==> src/core/pllc_pkg.sv <==
// ****************************************************************
// clock control constants
// ****************************************************************
package pllc_pkg;

  // register byte offsets
  localparam logic [11:0] RAW_STAT_OFS = 12'h050;
  localparam logic [11:0] MASK_OFS  = 12'h054;
  localparam logic [11:0] CLR_OFS   = 12'h058;
  localparam logic [11:0] RUN_CFG_OFS = 12'h060;
  localparam logic [11:0] XLAT_OFS  = 12'h064;
  localparam logic [11:0] RUN_EXT_OFS = 12'h070;

  // base configuration fields
  localparam int OSCSRC_LSB  = 4;
  localparam int OSCSRC_W    = 2;
  localparam int CRYS_LSB    = 6;
  localparam int CRYS_W      = 5;
  localparam int BYPASS_BIT  = 11;
  localparam int PWRDN_BIT   = 13;
  localparam int USEDIV_BIT  = 22;
  localparam int BDIV_LSB    = 23;
  localparam int BDIV_W      = 4;

  // extended configuration fields and the lock status bit
  localparam int OSCSRC2_LSB = 4;
  localparam int OSCSRC2_W   = 3;
  localparam int EDIV_W      = BDIV_W + 2;
  localparam int EDIV_LSB    = 23;
  localparam int USEEXT_BIT  = 31;
  localparam int LOCK_BIT    = 6;

  // reset values: pll powered down and bypassed, slowest base divisor
  localparam logic [31:0] RUN_CFG_RST = 32'h07c0_2b80;
  localparam logic [31:0] RUN_EXT_RST = 32'h07c0_2800;

  // encodings
  localparam logic [2:0]  OSC_RTC_ENC = 3'h7;
  localparam logic [15:0] LOCK_LOAD   = 16'h1200;
  localparam logic [7:0]  XLAT_BASE   = 8'h80;
  localparam logic [31:0] ZERO_WORD   = 32'h0000_0000;

  // raw clock source index
  typedef enum logic [2:0] {
    PLLC_SRC_MAIN = 3'b000,
    PLLC_SRC_INT  = 3'b001,
    PLLC_SRC_INT4 = 3'b010,
    PLLC_SRC_30K  = 3'b011,
    PLLC_SRC_RTC  = 3'b100,
    PLLC_SRC_PLL  = 3'b101
  } pllc_src_type;

endpackage

==> src/core/pllc_lock_timer.sv <==
`timescale 1ns/100ps
`default_nettype none
// ****************************************************************
// settle-time down counter, stepped by main oscillator edges
// ****************************************************************
module pllc_lock_timer #(
  parameter int          CNT_W = 16,
  parameter logic [15:0] LOAD  = 16'h1200
) (
  input  wire logic clock,
  input  wire logic resetn,
  input  wire logic osc_tick,
  input  wire logic load,
  output wire logic expired,
  output logic      done_ff
);

  if (CNT_W < 2 || CNT_W > 16) begin : g_bad_width
    $error("lock timer width out of range");
  end

  logic [CNT_W-1:0] count_ff;
  logic [CNT_W-1:0] nxt_count;
  wire              last_step = osc_tick && (count_ff == CNT_W'(1));

  assign expired = (count_ff == '0);
  // a fresh trigger restarts the wait even mid-count
  assign nxt_count = load ? LOAD[CNT_W-1:0] :
                     (osc_tick && !expired) ? count_ff - CNT_W'(1) : count_ff;

  // counter and end-of-wait pulse
  always_ff @(posedge clock or negedge resetn) begin
    if (!resetn) begin
      count_ff <= '0;
      done_ff  <= 1'b0;
    end else begin
      count_ff <= nxt_count;
      done_ff  <= last_step && !load;
    end
  end

endmodule
`default_nettype wire

==> src/core/pllc_sysclk_div.sv <==
`timescale 1ns/100ps
`default_nettype none
// ****************************************************************
// system clock divider on source edge ticks
// ****************************************************************
module pllc_sysclk_div #(
  parameter int DIV_W = 6
) (
  input  wire logic             clock,
  input  wire logic             resetn,
  input  wire logic             src_tick,
  input  wire logic             halve,
  input  wire logic             div_on,
  input  wire logic [DIV_W-1:0] div_enc,
  output logic                  tick_ff
);

  if (DIV_W < 1 || DIV_W > 8) begin : g_bad_width
    $error("divider width out of range");
  end

  logic             half_ff;
  logic [DIV_W-1:0] cnt_ff;
  // pll path is halved before the divisor is applied
  wire stage_tick = halve ? (src_tick && half_ff) : src_tick;
  wire wrap       = (cnt_ff >= div_enc);
  // divisor is encoding plus one: count 0..enc
  wire out_tick   = div_on ? (stage_tick && wrap) : stage_tick;

  // prescaler, divide counter and output tick
  always_ff @(posedge clock or negedge resetn) begin
    if (!resetn) begin
      half_ff <= 1'b0;
      cnt_ff  <= '0;
      tick_ff <= 1'b0;
    end else begin
      half_ff <= (halve && src_tick) ? !half_ff : half_ff;
      cnt_ff  <= !stage_tick ? cnt_ff : wrap ? '0 : cnt_ff + DIV_W'(1);
      tick_ff <= out_tick;
    end
  end

endmodule
`default_nettype wire

==> src/core/pllc_top.sv <==
// Implementation choices: register access over AHB-Lite and the placing of the registers.
`timescale 1ns/100ps
`default_nettype none
module pllc_top
  import pllc_pkg::*;
#(
  parameter int          LOCK_W   = 16,
  parameter logic [15:0] LOCK_CNT = LOCK_LOAD
) (
  input  wire logic        clock,
  input  wire logic        resetn,
  input  wire logic        hsel,
  input  wire logic [31:0] haddr,
  input  wire logic [1:0]  htrans,
  input  wire logic        hwrite,
  input  wire logic [2:0]  hsize,
  input  wire logic [31:0] hwdata,
  input  wire logic        hready,
  output logic             hreadyout,
  output logic             hresp,
  output logic [31:0]      hrdata,
  input  wire logic        main_osc,
  input  wire logic        int_osc,
  input  wire logic        int_osc_div4,
  input  wire logic        osc_30k,
  input  wire logic        rtc_32k,
  input  wire logic        pll_clk,
  output logic             pll_powerdown,
  output logic             pll_ref_rtc,
  output logic [15:0]      pll_settings,
  output logic             sysclk_from_pll,
  output logic             sysclk_tick,
  output logic             pll_lock_irq
);

  // ****************************************************************
  // registers and state
  // ****************************************************************
  logic [31:0] cfg_ff;
  logic [31:0] cfg_ext_ff;
  logic [15:0] xlat_ff;
  logic        lock_flag_ff;
  logic        lock_mask_ff;
  logic        pwrdn_q_ff;
  logic [5:0]  src_q_ff;
  logic        wr_ph_ff;
  logic [11:0] wr_adr_ff;
  logic        sel_pll_ff;
  logic        irq_ff;
  logic        powerdown_ff;
  logic        ref_rtc_ff;
  logic [31:0] rdata_ff;
  logic        ready_ff;
  logic        nxt_lock_flag;

  // ****************************************************************
  // bus decode
  // ****************************************************************
  wire         acc     = hsel && htrans[1] && hready;
  wire [11:0]  adr     = haddr[11:0];
  wire         rd_req  = acc && !hwrite;
  wire         wr_cfg  = wr_ph_ff && (wr_adr_ff == RUN_CFG_OFS);
  wire         wr_ext  = wr_ph_ff && (wr_adr_ff == RUN_EXT_OFS);
  wire         wr_mask = wr_ph_ff && (wr_adr_ff == MASK_OFS);
  wire         wr_clr  = wr_ph_ff && (wr_adr_ff == CLR_OFS);

  // ****************************************************************
  // effective configuration
  // ****************************************************************
  wire use_ext = cfg_ext_ff[USEEXT_BIT];
  // extended fields win over the base ones while in use
  wire eff_bypass = use_ext ? cfg_ext_ff[BYPASS_BIT] : cfg_ff[BYPASS_BIT];
  wire eff_pwrdn  = use_ext ? cfg_ext_ff[PWRDN_BIT] : cfg_ff[PWRDN_BIT];
  wire [EDIV_W-1:0] base_div = {2'b00, cfg_ff[BDIV_LSB +: BDIV_W]};
  // two extra bits give encodings up to 0x3f
  wire [EDIV_W-1:0] ext_div  = cfg_ext_ff[EDIV_LSB +: EDIV_W];
  wire [EDIV_W-1:0] eff_div  = use_ext ? ext_div : base_div;
  wire [2:0] ext_src  = cfg_ext_ff[OSCSRC2_LSB +: OSCSRC2_W];
  wire [1:0] base_src = cfg_ff[OSCSRC_LSB +: OSCSRC_W];
  wire       rtc_sel  = use_ext && (ext_src == OSC_RTC_ENC);
  wire [2:0] raw_src  = rtc_sel ? PLLC_SRC_RTC :
                        use_ext ? {1'b0, ext_src[1:0]} : {1'b0, base_src};

  // ****************************************************************
  // crystal translation and relock triggers
  // ****************************************************************
  wire [CRYS_W-1:0] crys_old = cfg_ff[CRYS_LSB +: CRYS_W];
  wire [CRYS_W-1:0] crys_new = hwdata[CRYS_LSB +: CRYS_W];
  // an identical rewrite of the crystal does not disturb the pll
  wire crystal_select_change = wr_cfg && (crys_new != crys_old);
  wire wake_pll    = pwrdn_q_ff && !eff_pwrdn;
  wire relock      = crystal_select_change || wake_pll;
  // translation: reference divider from crystal, multiplier is base minus crystal
  wire [7:0] xlat_r = {3'b000, crys_new};
  wire [7:0] xlat_f = XLAT_BASE - xlat_r;
  wire [15:0] nxt_xlat = crystal_select_change ? {xlat_f, xlat_r} : xlat_ff;

  // ****************************************************************
  // clock source edges
  // ****************************************************************
  wire [5:0] src_lvl  = {pll_clk, rtc_32k, osc_30k, int_osc_div4, int_osc, main_osc};
  wire [5:0] src_rise = src_lvl & ~src_q_ff;
  wire       osc_main_tick = src_rise[PLLC_SRC_MAIN];

  // ****************************************************************
  // settle timer
  // ****************************************************************
  wire lock_expired;
  wire lock_done;

  // counter steps on main oscillator edges only
  pllc_lock_timer #(
    .CNT_W (LOCK_W),
    .LOAD  (LOCK_CNT)
  ) u_lock (
    .clock    (clock),
    .resetn   (resetn),
    .osc_tick (osc_main_tick),
    .load     (relock),
    .expired  (lock_expired),
    .done_ff  (lock_done)
  );

  // pll counts as a source only when powered and settled
  wire pll_usable = !eff_pwrdn && lock_expired && !relock;
  // selected pll waits on the oscillator until settled
  wire nxt_sel_pll = !eff_bypass && pll_usable;
  wire src_tick    = sel_pll_ff ? src_rise[PLLC_SRC_PLL] : src_rise[raw_src];

  // ****************************************************************
  // system clock divider
  // ****************************************************************
  pllc_sysclk_div #(
    .DIV_W (EDIV_W)
  ) u_div (
    .clock    (clock),
    .resetn   (resetn),
    .src_tick (src_tick),
    .halve    (sel_pll_ff),
    .div_on   (sel_pll_ff || cfg_ff[USEDIV_BIT]),
    .div_enc  (eff_div),
    .tick_ff  (sysclk_tick)
  );

  // ****************************************************************
  // lock flag, readback mux
  // ****************************************************************
  // a lock arriving with the clear write still sets the flag
  assign nxt_lock_flag = lock_done ? 1'b1 :
                         (wr_clr && hwdata[LOCK_BIT]) ? 1'b0 : lock_flag_ff;
  wire [31:0] flag_word = ZERO_WORD | (32'(lock_flag_ff) << LOCK_BIT);
  wire [31:0] mask_word = ZERO_WORD | (32'(lock_mask_ff) << LOCK_BIT);
  wire [31:0] rd_word = (adr == RUN_CFG_OFS)  ? cfg_ff :
                        (adr == RUN_EXT_OFS)  ? cfg_ext_ff :
                        (adr == XLAT_OFS)     ? {16'h0000, xlat_ff} :
                        (adr == RAW_STAT_OFS) ? flag_word :
                        (adr == MASK_OFS) ? mask_word :
                        (adr == CLR_OFS)  ? (flag_word & mask_word) : ZERO_WORD;

  // bus phase tracking and read data
  always_ff @(posedge clock or negedge resetn) begin
    if (!resetn) begin
      wr_ph_ff  <= 1'b0;
      wr_adr_ff <= 12'h000;
      rdata_ff  <= ZERO_WORD;
      ready_ff  <= 1'b0;
    end else begin
      wr_ph_ff  <= acc && hwrite;
      wr_adr_ff <= acc ? adr : wr_adr_ff;
      rdata_ff  <= rd_req ? rd_word : rdata_ff;
      ready_ff  <= 1'b1;
    end
  end

  // configuration registers; pll starts powered down and bypassed
  always_ff @(posedge clock or negedge resetn) begin
    if (!resetn) begin
      cfg_ff       <= RUN_CFG_RST;
      cfg_ext_ff   <= RUN_EXT_RST;
      xlat_ff      <= 16'h0000;
      lock_mask_ff <= 1'b0;
    end else begin
      cfg_ff       <= wr_cfg ? hwdata : cfg_ff;
      cfg_ext_ff   <= wr_ext ? hwdata : cfg_ext_ff;
      xlat_ff      <= nxt_xlat;
      lock_mask_ff <= wr_mask ? hwdata[LOCK_BIT] : lock_mask_ff;
    end
  end

  // status and pll control outputs
  always_ff @(posedge clock or negedge resetn) begin
    if (!resetn) begin
      lock_flag_ff <= 1'b0;
      pwrdn_q_ff   <= 1'b1;
      src_q_ff     <= 6'h00;
      sel_pll_ff   <= 1'b0;
      irq_ff       <= 1'b0;
      powerdown_ff <= 1'b1;
      ref_rtc_ff   <= 1'b0;
    end else begin
      lock_flag_ff <= nxt_lock_flag;
      pwrdn_q_ff   <= eff_pwrdn;
      src_q_ff     <= src_lvl;
      sel_pll_ff   <= nxt_sel_pll;
      irq_ff       <= nxt_lock_flag && lock_mask_ff;
      powerdown_ff <= eff_pwrdn;
      ref_rtc_ff   <= rtc_sel;
    end
  end

  assign hreadyout       = ready_ff;
  assign hresp           = 1'b0 & ready_ff;
  assign hrdata          = rdata_ff;
  assign pll_powerdown   = powerdown_ff;
  assign pll_ref_rtc     = ref_rtc_ff;
  assign pll_settings    = xlat_ff;
  assign sysclk_from_pll = sel_pll_ff;
  assign pll_lock_irq    = irq_ff;

endmodule
`default_nettype wire

==> config.mk <==
export PLATFORM = sky130hd
export DESIGN_NAME = pllc_top
export DESIGN_NICKNAME = d
export VERILOG_FILES = /design/src/core/pllc_pkg.sv /design/src/core/pllc_lock_timer.sv /design/src/core/pllc_sysclk_div.sv /design/src/core/pllc_top.sv
export SDC_FILE = /design/constraint.sdc
export NUM_CORES = 1
export LEC_CHECK = 0
export BUFFER_PORTS_ARGS = -buffer_cell sky130_fd_sc_hd__buf_2
export CAP_MARGIN = 20
export CORE_MARGIN = 4
export CORE_UTILIZATION = 56
export CTS_BUF_LIST = sky130_fd_sc_hd__clkbuf_8
export DETAILED_ROUTE_END_ITERATION = 7
export PLACE_DENSITY_LB_ADDON = 0.05
export SLEW_MARGIN = 5
export SYNTH_ARGS = -nofsm -noshare
export SYNTH_HDL_FRONTEND = slang
export SYNTH_SLANG_ARGS = --single-unit
==> constraint.sdc <==
create_clock -name clock -period 4.5 [get_ports clock]
set_input_delay 0.675 -clock clock [delete_from_list [all_inputs] [get_ports clock]]
set_output_delay 0.675 -clock clock [all_outputs]
set_load 0.02 [all_outputs]
### Yosys cells after proc, flatten, opt, wreduce, memory -nomap -nowiden

Cells that the tools add are included.

* register bits: 160
* latch bits: 0
* bits in writable memories: 0
* memory bits (read-only): 0
* input bits: 80
* output and inout port bits: 55
* logic and storage cells: 93
* memories: 0

* add/sub/neg operators: 3
* multipliers: 0
* div/mod/pow operators: 0
* magnitude comparators: 2
* eq/ne operators: 13
* shifts and indexed selects: 0
* mux-type cells: 21
* bitwise logic cells: 3
* reductions and logical operators: 32

Operators with widths (count)
* equality test 12 x 7 -> 1 bit (second input constant): 10
* two-way mux 32 bit: 2
* two-way mux 16 bit: 3
* logical AND 1 bit: 22
* two-way mux 7 bit: 3
* equality test 16 x 1 -> 1 bit (second input constant): 1
* logical NOT 16 bit: 1
* subtractor 16 x 1 -> 16 bit (second input constant): 1
* two-way mux 6 bit: 2
* two-way mux 1 bit: 8
* subtractor 8 x 5 -> 8 bit (first input constant): 1
* AND 7 bit: 1
* adder 6 x 1 -> 6 bit (second input constant): 1
* AND 6 bit: 1
* greater-or-equal comparator 6 bit: 1
* logical NOT 1 bit: 6
* NOT 6 bit: 1
* inequality test 5 bit: 1
* less-than comparator 3 x 4 -> 1 bit (second input constant): 1
* binary-select mux 1 bit (select 3 bit): 1
* equality test 3 bit (second input constant): 1
* two-way mux 3 bit: 1
* logical OR 1 bit: 2
* two-way mux 2 bit: 1
* nonzero test 2 bit: 1

### Depth between registers and ports, before layout

Gate-level depths: netlist of run 1.

* depth in word-level cells: 10
* gate-level depth with buffers: 9
* gate-level depth less buffers: 8

### By module

A second synthesis of run 1 with hierarchy kept.

* cell total of the unflattened synthesis: 630
* area total of the unflattened synthesis: 7368.3 um^2

By module, submodules not included
* pllc_top: times used 1, cells each 465, area an instance 5749.3 um^2, sequential area each 3375.7 um^2
* pllc_lock_timer: times used 1, cells each 101, area an instance 997.2 um^2, sequential area each 425.4 um^2
* pllc_sysclk_div: times used 1, cells each 64, area an instance 621.8 um^2, sequential area each 200.2 um^2

### Worst setup path before layout of run 1

OpenSTA, ideal clock, no wires.

* path type: reg2reg
* from: register cfg_ext_ff[31]
* to: register u_div.cnt_ff[0]
* setup time: 0.125 ns
* arrival: 2.228 ns
* required time: 4.375 ns
* slack: 2.148 ns
* stages on the path, launching flop included: 10
* path buffers: 1
* clock period less this slack: 2.352 ns
* cell sequence: dfrtp_1 -> buf_2 -> mux2_2 -> ha_1 -> nand2b_1 -> a21oi_1 -> o21a_1 -> o21ai_1 -> nor2_1 -> mux2_2

* longest elaborated chain between the ends: 7
* elaborated cells between the ends (all ways): 11
* classes of those cells: order compare: 1; mux: 8; reduce/logical: 2

RTL lines
* start, declared: line pllc_top.sv:40 `logic [31:0] cfg_ext_ff;`
* start signal, assigned: line pllc_top.sv:184 `cfg_ext_ff <= wr_ext ? hwdata : cfg_ext_ff;`
* two-way mux 2 bit or logical AND 1 bit (tied branches): line pllc_top.sv:82, pllc_top.sv:80
* two-way mux 3 bit: line pllc_top.sv:81 `wire [2:0] raw_src = rtc_sel ? PLLC_SRC_RTC :`
* binary-select mux 1 bit (select 3 bit): line pllc_top.sv:128 `wire src_tick = sel_pll_ff ? src_rise[PLLC_SRC_PLL] : src_rise[raw_src];`
* two-way mux 1 bit (implied by the code): line pllc_top.sv:128
* two-way mux 1 bit: line pllc_top.sv:128
* logical AND 1 bit: line pllc_sysclk_div.sv:25 `wire stage_tick = halve ? (src_tick && half_ff) : src_tick;`
* two-way mux 1 bit: line pllc_sysclk_div.sv:25
* end signal, assigned: line pllc_sysclk_div.sv:38 `cnt_ff <= !stage_tick ? cnt_ff : wrap ? '0 : cnt_ff + DIV_W'(1);`
* end, declared: line pllc_sysclk_div.sv:23 `logic [DIV_W-1:0] cnt_ff;`

Several ways; a longest one is shown, not always the timed one. The select of a mux whose other input is x is not followed.
A chain may end at the register's enable or synchronous reset.

### Final worst setup path of run 1

* from: register wr_adr_ff[1]
* to: register sel_pll_ff (netlist: sysclk_from_pll)

* longest elaborated chain between the ends: 7

RTL lines
* start, declared: line pllc_top.sv:47 `logic [11:0] wr_adr_ff;`
* start signal, assigned: line pllc_top.sv:169 `wr_adr_ff <= acc ? adr : wr_adr_ff;`
* equality test 12 x 7 -> 1 bit: line pllc_top.sv:62 `wire wr_cfg = wr_ph_ff && (wr_adr_ff == RUN_CFG_OFS);`
* logical AND 1 bit: line pllc_top.sv:62
* logical AND 1 bit: line pllc_top.sv:90 `wire crystal_select_change = wr_cfg && (crys_new != crys_old);`
* logical OR 1 bit: line pllc_top.sv:92 `wire relock = crystal_select_change || wake_pll;`
* logical NOT 1 bit: line pllc_top.sv:125 `wire pll_usable = !eff_pwrdn && lock_expired && !relock;`
* logical AND 1 bit: line pllc_top.sv:125
* logical AND 1 bit: line pllc_top.sv:127 `wire nxt_sel_pll = !eff_bypass && pll_usable;`
* via nxt_sel_pll: line pllc_top.sv:127
* end signal, assigned: line pllc_top.sv:204 `sel_pll_ff <= nxt_sel_pll;`
* end, declared: line pllc_top.sv:48 `logic sel_pll_ff;`

The timed path passes the listed nets, and every way through them passes these cells.

==> results of run 1 <==
worst max-delay path, stage by stage, from the launching register on:
cell and delay, ps:
dfrtp_1 390, nor3_1 270, nand4_1 220, or3b_2 480
buf_4 310, a31o_4 370, nand2_1 470, nor4_1 180
area by class of cell:
cell class	instances	area share
flip-flops and latches	159	0.486
multi-input cells	395	0.366
well taps	172	0.0262
clock buffers	18	0.0301
repair buffers	114	0.0725
inverters	10	0.00456
clock inverters	14	0.0144
flip-flops by register name, summed over array words and instances (netlist names), 6 cells and up:
signal and flops:
hrdata 32, cfg_ff 32, u_lock.count_ff 16, u_div.cnt_ff 6, pll_settings 12, src_q_ff 6
cfg_ext_ff 32, wr_adr_ff 12
final timing paths:
check	from	to	slack, ps	cells past startpoint
min reg2reg	u_lock.done_ff	lock_flag_ff	450	1
max reg2reg	wr_adr_ff[1]	sysclk_from_pll	1640	7
max in group asynchronous	resetn	cfg_ff[13]	3200	2
min	resetn	u_div.cnt_ff[0]	260	1
min in group clock	osc_30k	src_q_ff[3]	340	1
max	wr_adr_ff[1]	sysclk_from_pll	1640	7
Yosys cell counts (all sizes together), types with 5 or more instances:
| cell | count |
|---|---|
| a21oi | 27 |
| a22oi | 28 |
| a31oi | 12 |
| buf | 21 |
| clkbuf | 13 |
| dfrtp | 141 |
| dfstp | 18 |
| ha | 11 |
| inv | 10 |
| mux2 | 81 |
| mux2i | 10 |
| nand2 | 43 |
| nand2b | 5 |
| nand3 | 7 |
| nor2 | 65 |
| nor2b | 6 |
| nor3 | 10 |
| nor4 | 11 |
| o21ai | 13 |
| xnor2 | 12 |
| xor2 | 10 |
routing by layer:
| metal | up-vias | wire [µm] | share of wire |
|---|---|---|---|
| met3 | 22 | 565 | 0.037 |
| met5 | - | 0 | 0 |
| li1 | 2305 | - | - |
| met1 | 2419 | 6570 | 0.43 |
| met2 | 91 | 7740 | 0.51 |
| met4 | 0 | 302 | 0.020 |
layout by cell type (no fill, tap or decap), types with 12 or more instances in the layout:
master,n
nand2_1,43
nor2_1,59
mux2_2,76
a21oi_1,17
a31oi_1,12
a22oi_1,18
xnor2_1,12
clkbuf_8,18
dfstp_2,18
dfrtp_1,141
buf_2,105
where the power goes:
part | switching, W | internal [W]
Clock | 0.000527 | 0.000449
Combinational | 0.000346 | 0.000257
Sequential | 0.000116 | 0.00158
Total | 0.000989 | 0.00229
cell families after synthesis:
group | count (synthesis)
adders and majority gates | 11
and+or+nand+nor | 169
DFF | 159
buffers and inverters | 44
xor gates and xnor gates | 22
AOI/OAI and AO/OA | 96
other | 2
muxes | 92
stage by stage:
stage	hold WS, ps	utilization
floorplan	379	-
CTS	303	0.652
global route	306	0.652
detailed placement	435	0.623
global placement	428	0.622
finish	257	0.652
==> metrics.md, run 1 <==
| Metric | Value |
|---|---|
| Status | `complete, no violations` |
| Post-synthesis adder-cell area fraction | `0.0190` |
| CTS tree | `yes` |
| Leakage | `3.69 nW` |
| Hold WC Path Type | `input port to asynchronous set/reset pin` |
| Worst-margin pin slew | `about 1100 ps` |
| Area post-placement | `between 7000 and 8000 µm²` |
| Setup repair after global routing missed its margin | `no` |
| Simple-gate share of the synthesized area | `0.121` |
| Sequential area share after synthesis | `0.554` |
| Die width | `approximately 120 µm` |
| Synthesis Warnings | `0` |
| GRT met2 Usage | `0.366` |
| Sequential Area | `4000 µm²` |
| Synth Register Bits | `159` |
| HPWL after DPL | `10,600 µm` |
| Drt drc | `0` |
| Area contributors post-synth | `dfrtp_1 49%, mux2_2 12%, dfstp_2 6.5%, nor2_1 3.2%, nand2_1 2.2%` |
| Met1 Use GR | `0.284` |
| Number of global-route vias before repair | `4,927` |
| P per Cell Area | `between 300 and 400 nW/µm²` |
| Die H | `between 100 and 150 µm` |
| Multi-input combinational cell area | `between 3000 and 4000 µm²` |
| # rows | `between 40 and 50` |
| Hold Buf Count CTS | `0` |
| Critical Path AT | `3150 ps` |
| Maximum root-to-sink buffer count | `2` |
| Total number of vias | `~4,800` |
| IO Pins | `135` |
| Post-synth EDFFs | `0` |
| Clock slew at reported path FFs | `80 ps` |
| Mapped Area | `7230 µm²` |
| I/O Buffers | `roughly 110` |
| Ys flop type | `dfrtp_1` |
| Post-cts resize count | `0` |
| Async S/R FF share, synth | `1.00` |
| GR Util met3 | `0.0469` |
| Via-per-instance ratio | `5.48` |
| Number of CTS-inserted buffers | `17` |
| Final setup margin | `1640 ps` |
| Top cell type's share of synthesized area | `0.488` |
| Detailed Routing Iterations Pass 1 | `4` |
| Crit path time final | `about 2900 ps` |
| Post-synthesis mux area share | `0.145` |
| Peak supply drop | `0.275 mV` |
| Routed WL | `15,200 µm` |
| Initial antenna violation count | `0` |
| Setup violators final | `0` |
| # nets final | `788` |
| Routed length per instance | `approximately 17 µm` |
| Complex-gate fraction of the synthesized area | `0.0996` |
| Average size of a mapped cell | `about 12 µm²` |
| CTS Sinks | `159` |
| Post-CTS setup buffers | `0` |
| H-tree levels | `4` |
| Full die area | `approximately 15,000 µm²` |
| Area Growth Syn to Fin | `13.9%` |
| Dpl ws | `between 1000 and 1500 ps` |
| Final ANT Viol Nets | `0` |
| Max Cap Viol | `0` |
| Clk_lat worst skew | `450 ps` |
| Overall routing resource usage | `0.219` |
| Highest Clock Rate | `0.349 GHz` |
| DP Cell Count | `850` |
| XOR/XNOR Fraction of Synth Area | `0.0267` |
| Area leader, netlist | `dfrtp_1` |
| CP max FO | `35` |
| Period utilization | `0.636` |
| Final hold vios | `0` |
| Total power draw | `0.00328 W` |
| Largest net degree at the start of global routing | `92` |
| Largest family of logic cells by synthesized area | `multiplexers` |
| GPL Wtd Cong | `about 0.77` |
| CP startpoint kind | `register` |
| CTS root buf | `clkbuf_8` |
| Synth unique cells | `63` |
| Final cell count without fillers | `882` |
| Final Max Tran Viols | `0` |
| Clock Skew | `~8.4 ps` |
| Overflow after GRT | `0` |
| N_diodes | `0` |
| First-pass GRT wire length | `25,000 µm` |
| Setup TNS | `0 ps` |
| Initial Util | `0.573` |
| Gr busiest metal | `met2` |
| Crit path capture type | `register` |
| Relative slew slack | `0.268` |
| CP required | `roughly 4800 ps` |
| Starting DRC count in detailed routing | `~270` |
| Fill cell count | `1,064` |
| Core ar. | `12,600 µm²` |
| Kind of critical path | `register to register` |
| Syn Inst Count | `595` |
| Ratio of cells with drive above 1 in the final layout | `0.400` |
| Final Cell Area | `about 8200 µm²` |
No activity file was read; power rests on OpenSTA's default activity.
==> run 2, diff against run 1 <==
--- a/config.mk
+++ b/config.mk
@@ -5,6 +5,7 @@
 export SDC_FILE = /design/constraint.sdc
 export NUM_CORES = 1
 export LEC_CHECK = 0
+export ABC_AREA = 1
 export BUFFER_PORTS_ARGS = -buffer_cell sky130_fd_sc_hd__buf_2
 export CAP_MARGIN = 20
 export CORE_MARGIN = 4
==> constraint.sdc (replaced) <==
create_clock -name clock -period 2.9 [get_ports clock]
set_input_delay 0.435 -clock clock [delete_from_list [all_inputs] [get_ports clock]]
set_output_delay 0.435 -clock clock [all_outputs]
set_load 0.02 [all_outputs]
==> run 2 against run 1 <==
Hold slack worse by 150 ps. Worst setup slack got worse by 960 ps. Core utilization grew 0.86 points. First-iteration DRC count grew 51%. Global-route usage grew 1.6 points. Critical path depth grew 4. Final area rose by 6.3%. Via count is 28% higher. Sequential cell count unchanged. Combinational power up 38%. Final cell count is 39% higher. Critical path type unchanged.
==> metrics.md, run 2 <==
| Metric | Value |
|---|---|
| Largest net degree at the start of global routing | `70 (-24%)` |
| Die H | `124 µm (+2.1%)` |
| Critical Path AT | `2560 ps (-590 ps)` |
| Sequential area share after synthesis | `0.530 (-0.0241)` |
| Post-cts resize count | `0 (unchanged)` |
| Via-per-instance ratio | `5.07 (-7.5%)` |
| Syn Inst Count | `928 (+56%)` |
| # rows | `42 (+2.4%)` |
| Number of CTS-inserted buffers | `17 (unchanged)` |
| CP max FO | `18 (-49%)` |
| Total number of vias | `6,202 (+28%)` |
| Mapped Area | `7550 µm² (+4.6%)` |
| Kind of critical path | `register to register` |
| Area contributors post-synth | `dfrtp_1 47%, nand2_1 16%, dfstp_2 6.3%, o21ai_0 6.2%, inv_1 4.3%` |
| Hold WC Path Type | `input port to register` |
| Fill cell count | `1,208 (+14%)` |
| Total power draw | `0.00535 W (+63%)` |
| N_diodes | `0 (unchanged)` |
| Setup repair after global routing missed its margin | `no` |
| Die width | `124 µm (+2.1%)` |
| H-tree levels | `4 (unchanged)` |
| Hold Buf Count CTS | `1 (+1)` |
| Clock slew at reported path FFs | `80 ps (about the same)` |
| Post-CTS setup buffers | `0 (unchanged)` |
| Top cell type's share of synthesized area | `0.467 (-0.0213)` |
| I/O Buffers | `106 (unchanged)` |
| Worst-margin pin slew | `834 ps (-262 ps)` |
| Critical Path Max Stage Delay | `760 ps (+280 ps)` |
| CTS Sinks | `159 (unchanged)` |
| Clk_lat worst skew | `450 ps (about the same)` |
| Crit path time final | `2220 ps (-642 ps)` |
| First-pass GRT wire length | `28,000 µm (+12%)` |
| Average size of a mapped cell | `8.14 µm² (-33%)` |
| Maximum root-to-sink buffer count | `2 (unchanged)` |
| Post-synth EDFFs | `0 (unchanged)` |
| Top delay family on crit path | `simple AND/OR/NAND/NOR gates` |
| Starting DRC count in detailed routing | `402 (+51%)` |
| GPL Wtd Cong | `0.854 (+12%)` |
| Slowest stage cell, crit path | `dfrtp_1` |
| Top-count cell post-synth | `nand2_1` |
| Core ar. | `13,200 µm² (+4.9%)` |
| Status | `complete, no violations` |
| Synth unique cells | `38 (-40%)` |
| Worst path cell trace | `inv_1, nand2_1, nand2_1, nand3_1, nand3_1, nand2_1, nand2_1, nand2_1, nand2_2, nand2_1, nand2_1` |
| Async S/R FF share, synth | `1.00 (unchanged)` |
| Sequential Area | `4000 µm² (unchanged)` |
| Ys flop type | `dfrtp_1` |
| Period utilization | `0.766 (+0.130)` |
| Overall routing resource usage | `0.235 (+0.0158)` |
| Number of global-route vias before repair | `5,797 (+18%)` |
| Crit path buffers/inverters | `1 (unchanged)` |
| # nets final | `1,126 (+43%)` |
| CTS tree | `yes` |
| Routed length per instance | `14.1 µm (-18%)` |
| Leakage | `4.90 nW (+33%)` |
| CP startpoint kind | `register` |
| Fin util | `0.661 (+0.00863)` |
| HPWL after DPL | `12,000 µm (+13%)` |
| CP required | `3240 ps (-1550 ps)` |
| Ratio of cells with drive above 1 in the final layout | `0.187 (-0.213)` |
| Initial antenna violation count | `0 (unchanged)` |
| Commonest non-fill, non-tap cells in the layout | `330 x nand2_1, 141 x dfrtp_1, 105 x buf_2, 94 x o21ai_0, 89 x inv_1` |
| Hold slack | `103 ps (-154 ps)` |
| Area leader, netlist | `dfrtp_1` |
| Area Growth Syn to Fin | `15.8%` |
| Final hold vios | `0 (unchanged)` |
| Final Max Tran Viols | `0 (unchanged)` |
| Multi-input combinational cell area | `3020 µm² (+0.29%)` |
| Most common cell after layout, fill and taps aside | `nand2_1` |
| Max Cap Viol | `0 (unchanged)` |
| Crit path capture type | `register` |
| Setup TNS | `0 ps (unchanged)` |
| Routed WL | `17,200 µm (+13%)` |
| Full die area | `15,400 µm² (+4.3%)` |
| Detailed Routing Iterations Pass 1 | `5 (+1)` |
| P per Cell Area | `612 nW/µm² (+54%)` |
| Crit path top cell by count | `nand2_1` |
| CTS root buf | `clkbuf_8` |
| Synth Register Bits | `159 (unchanged)` |
| IO Pins | `135 (unchanged)` |
| Synth top cells by count | `331 x nand2_1, 141 x dfrtp_1, 94 x o21ai_0` |
| Relative slew slack | `0.443 (+0.176)` |
| Setup violators final | `0 (unchanged)` |
| Clock Skew | `9.63 ps (+1.21 ps)` |
| Synthesis Warnings | `0 (unchanged)` |
| Peak supply drop | `0.400 mV (+46%)` |
| Final ANT Viol Nets | `0 (unchanged)` |
| Drt drc | `0 (unchanged)` |
| Initial Util | `0.570 (-0.00209)` |
| Overflow after GRT | `0 (unchanged)` |
| Highest Clock Rate | `0.450 GHz (+29%)` |
run 2: changes by cell type in the layout (fill, tap and decap cells not counted), moves of 9 or more:
cell | previous run | this run
a21oi_2 | 10 | 0
nor4_1 | 9 | 0
mux2_2 | 76 | 7
a31oi_1 | 12 | 1
nand3_1 | 7 | 60
a22oi_1 | 18 | 0
mux2i_1 | 10 | 0
inv_1 | 11 | 89
o21ai_0 | 10 | 94
a22oi_2 | 10 | 0
nand2_1 | 43 | 330
run 2: final timing paths:
path                                 from        endpoint  slack, ps  cells after the start
hold / removal                   main_osc     src_q_ff[0]        100                      1
max in group asynchronous          resetn  cfg_ext_ff[19]       1620                      3
min in group asynchronous          resetn    wr_adr_ff[6]        560                      2
hold reg to reg            u_lock.done_ff    lock_flag_ff        450                      2
setup reg to reg           cfg_ext_ff[31]   u_div.tick_ff        680                     11
setup / recovery           cfg_ext_ff[31]   u_div.tick_ff        680                     11
run 2: power by group:
part	internal, W	leakage, nW	switching (W)	total (W)
Sequential	0.00240	1.84	0.000176	0.00257
Clock	0.00115	0.240	0.000801	0.00195
Combinational	0.000326	2.81	0.000504	0.000830
Total	0.00387	4.90	0.00148	0.00535
run 2: cells by family (layout without fill, tap and decap cells):
family,Yosys count,count (layout),synth area share
flops,159,159,0.530
compound gates,115,115,0.0798
simple gates,488,488,0.268
fa+ha+maj,11,11,0.0182
mux,7,7,0.0104
xor+xnor,17,17,0.0197
buf+inv,129,245,0.0730
other cells,2,5,0.000994
run 2: cell type report:
| type | instances | area share |
|---|---|---|
| clock buffers | 19 | 0.0299 |
| clock inverters | 12 | 0.0247 |
| inverters | 92 | 0.0395 |
| multi-input cells | 643 | 0.345 |
| flip-flops and latches | 159 | 0.457 |
| well taps | 176 | 0.0252 |
| repair buffers | 122 | 0.0782 |
run 2: metal layers:
layer,share of wire,vias to the layer above,global-route usage
li1,-,3124,-
met1,0.46,2920,0.328
met2,0.47,136,0.368
met3,0.048,22,0.0545
met4,0.015,0,0.0698
met5,0,-,0
run 2: stage by stage:
step,area [µm²],setup slack (ps),instances
2_1_floorplan,7570,1090,931
6_report,8750,680,1223
4_1_cts,8750,653,1223
5_1_grt,8750,471,1223
3_5_place_dp,8260,709,1191
3_3_place_gp,8260,726,1191
==> run 3, diff against run 2 <==
==> constraint.sdc (replaced) <==
create_clock -name clock -period 2.3 [get_ports clock]
set_input_delay 0.345 -clock clock [delete_from_list [all_inputs] [get_ports clock]]
set_output_delay 0.345 -clock clock [all_outputs]
set_load 0.02 [all_outputs]
==> run 3 against run 2 <==
Power up 21%. Clock power up 12%. Maximum frequency up 16%. Routed wire length up 1.6%. Final cell count up 0.98%. Clock-buffer cell count down 2. Largest cell class unchanged.
==> metrics.md, run 3 (synthesis results as in run 2) <==
| Metric | Value |
|---|---|
| Status | `complete, no violations` |
| Maximum root-to-sink buffer count | `2 (unchanged)` |
| Clock Skew | `10.2 ps (+0.601 ps)` |
| Slowest stage cell, crit path | `dfrtp_2` |
| Commonest non-fill, non-tap cells in the layout | `330 x nand2_1, 140 x dfrtp_1, 105 x buf_2, 94 x o21ai_0, 87 x inv_1` |
| Worst path cell trace | `nand2_1, o21ai_0, ha_1, a21oi_1, o21a_1, nand3_1, a21oi_1, nand2_1, nand2_1` |
| Initial Util | `0.570 (unchanged)` |
| First-pass GRT wire length | `28,800 µm (+2.7%)` |
| Final cell count without fillers | `1,235 (+0.98%)` |
| Max Cap Viol | `0 (unchanged)` |
| GPL Wtd Cong | `0.851 (-0.35%)` |
| WL met2 | `8310 µm (+1.8%)` |
| CP max FO | `18 (unchanged)` |
| Core ar. | `13,200 µm² (unchanged)` |
| Most common cell after layout, fill and taps aside | `nand2_1` |
| Final ANT Viol Nets | `0 (unchanged)` |
| CP required | `2710 ps (-530 ps)` |
| Clk_lat worst skew | `470 ps (+20 ps)` |
| Hold WC Path Type | `input port to register` |
| Initial antenna violation count | `0 (unchanged)` |
| Crit path buffers/inverters | `0 (-1)` |
| Clock slew at reported path FFs | `80 ps (about the same)` |
| Overall routing resource usage | `0.243 (+0.00846)` |
| CTS tree | `yes` |
| Met3 wire length | `985 µm (+19%)` |
| Period utilization | `0.831 (+0.0655)` |
| Top delay family on crit path | `flip-flops` |
| Setup TNS | `0 ps (unchanged)` |
| N_diodes | `0 (unchanged)` |
| Setup repair after global routing missed its margin | `no` |
| Critical Path End | `u_div.cnt_ff[4]` |
| Largest net degree at the start of global routing | `56 (-20%)` |
| Highest Clock Rate | `0.523 GHz (+16%)` |
| R2R Path Start | `cfg_ext_ff[31]` |
| # rows | `42 (unchanged)` |
| CTS root buf | `clkbuf_8` |
| Worst-margin pin slew | `525 ps (-309 ps)` |
| Die width | `124 µm (unchanged)` |
| Peak supply drop | `0.662 mV (+65%)` |
| Hold slack | `99.4 ps (-3.96 ps)` |
| Fin util | `0.666 (+0.00595)` |
| I/O Buffers | `106 (unchanged)` |
| Crit path time final | `1910 ps (-309 ps)` |
| Final Max Tran Viols | `0 (unchanged)` |
| Final hold vios | `0 (unchanged)` |
| IO Pins | `135 (unchanged)` |
| Reg2reg end | `u_div.cnt_ff[4]` |
| Die H | `124 µm (unchanged)` |
| Relative slew slack | `0.649 (+0.205)` |
| Setup violators final | `0 (unchanged)` |
| Crit path capture type | `register` |
| WP depth | `9 (-2)` |
| Full die area | `15,400 µm² (unchanged)` |
| H-tree levels | `4 (unchanged)` |
| Drt drc | `0 (unchanged)` |
| Detailed Routing Iterations Pass 1 | `5 (unchanged)` |
| CP startpoint kind | `register` |
| Crit path top cell by count | `nand2_1` |
| WL met1 | `7950 µm (-0.23%)` |
| HPWL after DPL | `12,100 µm (+1.3%)` |
| Crit. Startpoint | `cfg_ext_ff[31]` |
| Via-per-instance ratio | `5.08 (+0.24%)` |
| Total number of vias | `6,278 (+1.2%)` |
| Critical Path AT | `2320 ps (-240 ps)` |
| Area Growth Syn to Fin | `16.8%` |
| # nets final | `1,137 (+0.98%)` |
| Overflow after GRT | `0 (unchanged)` |
| P per Cell Area | `736 nW/µm² (+20%)` |
| Leakage | `4.92 nW (+0.39%)` |
| Routed WL | `17,500 µm (+1.6%)` |
| Number of CTS-inserted buffers | `17 (unchanged)` |
| Critical Path Max Stage Delay | `550 ps (-210 ps)` |
| Number of global-route vias before repair | `6,032 (+4.1%)` |
| DP Cell Count | `1,196 (+0.42%)` |
| CTS Sinks | `159 (unchanged)` |
| Starting DRC count in detailed routing | `379 (-5.7%)` |
| Kind of critical path | `register to register` |
| Routed length per instance | `14.2 µm (+0.63%)` |
| Reg2Reg Depth | `9 (-2)` |
| Total power draw | `0.00650 W (+21%)` |
| Top sig layer | `met4` |
| Ratio of cells with drive above 1 in the final layout | `0.194 (+0.00638)` |
| Flop2flop setup slack | `390 ps (-290 ps)` |
## run 3: where the power goes
| group | switching (W) | leakage, nW | total, W | internal (W) |
|---|---|---|---|---|
| logic | 0.000648 | 2.87 | 0.00107 | 0.000423 |
| registers | 0.000222 | 1.84 | 0.00325 | 0.00302 |
| clock network | 0.00110 | 0.199 | 0.00218 | 0.00108 |
| total | 0.00197 | 4.92 | 0.00650 | 0.00453 |
## run 3: worst min-delay path by stage
stage                     from        endpoint  cells after the start
global placement        resetn     src_q_ff[3]                      1
detailed placement      resetn     src_q_ff[1]                      1
CTS                 hwdata[25]  cfg_ext_ff[25]                      3
floorplan               resetn   cfg_ext_ff[0]                      0
global route        hwdata[25]      cfg_ff[25]                      3
finish              hwdata[25]  cfg_ext_ff[25]                      3
## run 3: layout make-up
cell class	instances	area, µm²
clock inverter	15	186
inverter	92	345
sequential	159	4000
multi-input combinational	643	3020
timing repair buffer	133	820
tap	176	220
clock buffer	17	234
fill	1176	4420
## run 3: what timing repair did
| item | in CTS | in global routing |
|---|---|---|
| endpoints found under the setup margin | 0 | 7 |
| hold buffers | 7 | 0 |
| hold endpoints to repair | 50 | 0 |
| resized for setup | 0 | 1 |
| buffers inserted | 0 | 0 |
## run 3: tightest hold or removal path, stage by stage
cell     delay (ps)
buf_2            90
inv_1            50
o21ai_0          80
## run 3: stage by stage
step / cell area [µm²] / worst slack, ps
CTS: 8820 / 164
finish: 8830 / 389
global route: 8830 / 184
detailed placement: 8330 / 186
global placement: 8330 / 225
floorplan: 7570 / 491
## run 3: metal layers
metal,vias up,track usage
li1,3154,-
met1,2967,0.326
met2,135,0.400
met3,22,0.0513
met4,0,0.0739
met5,-,0
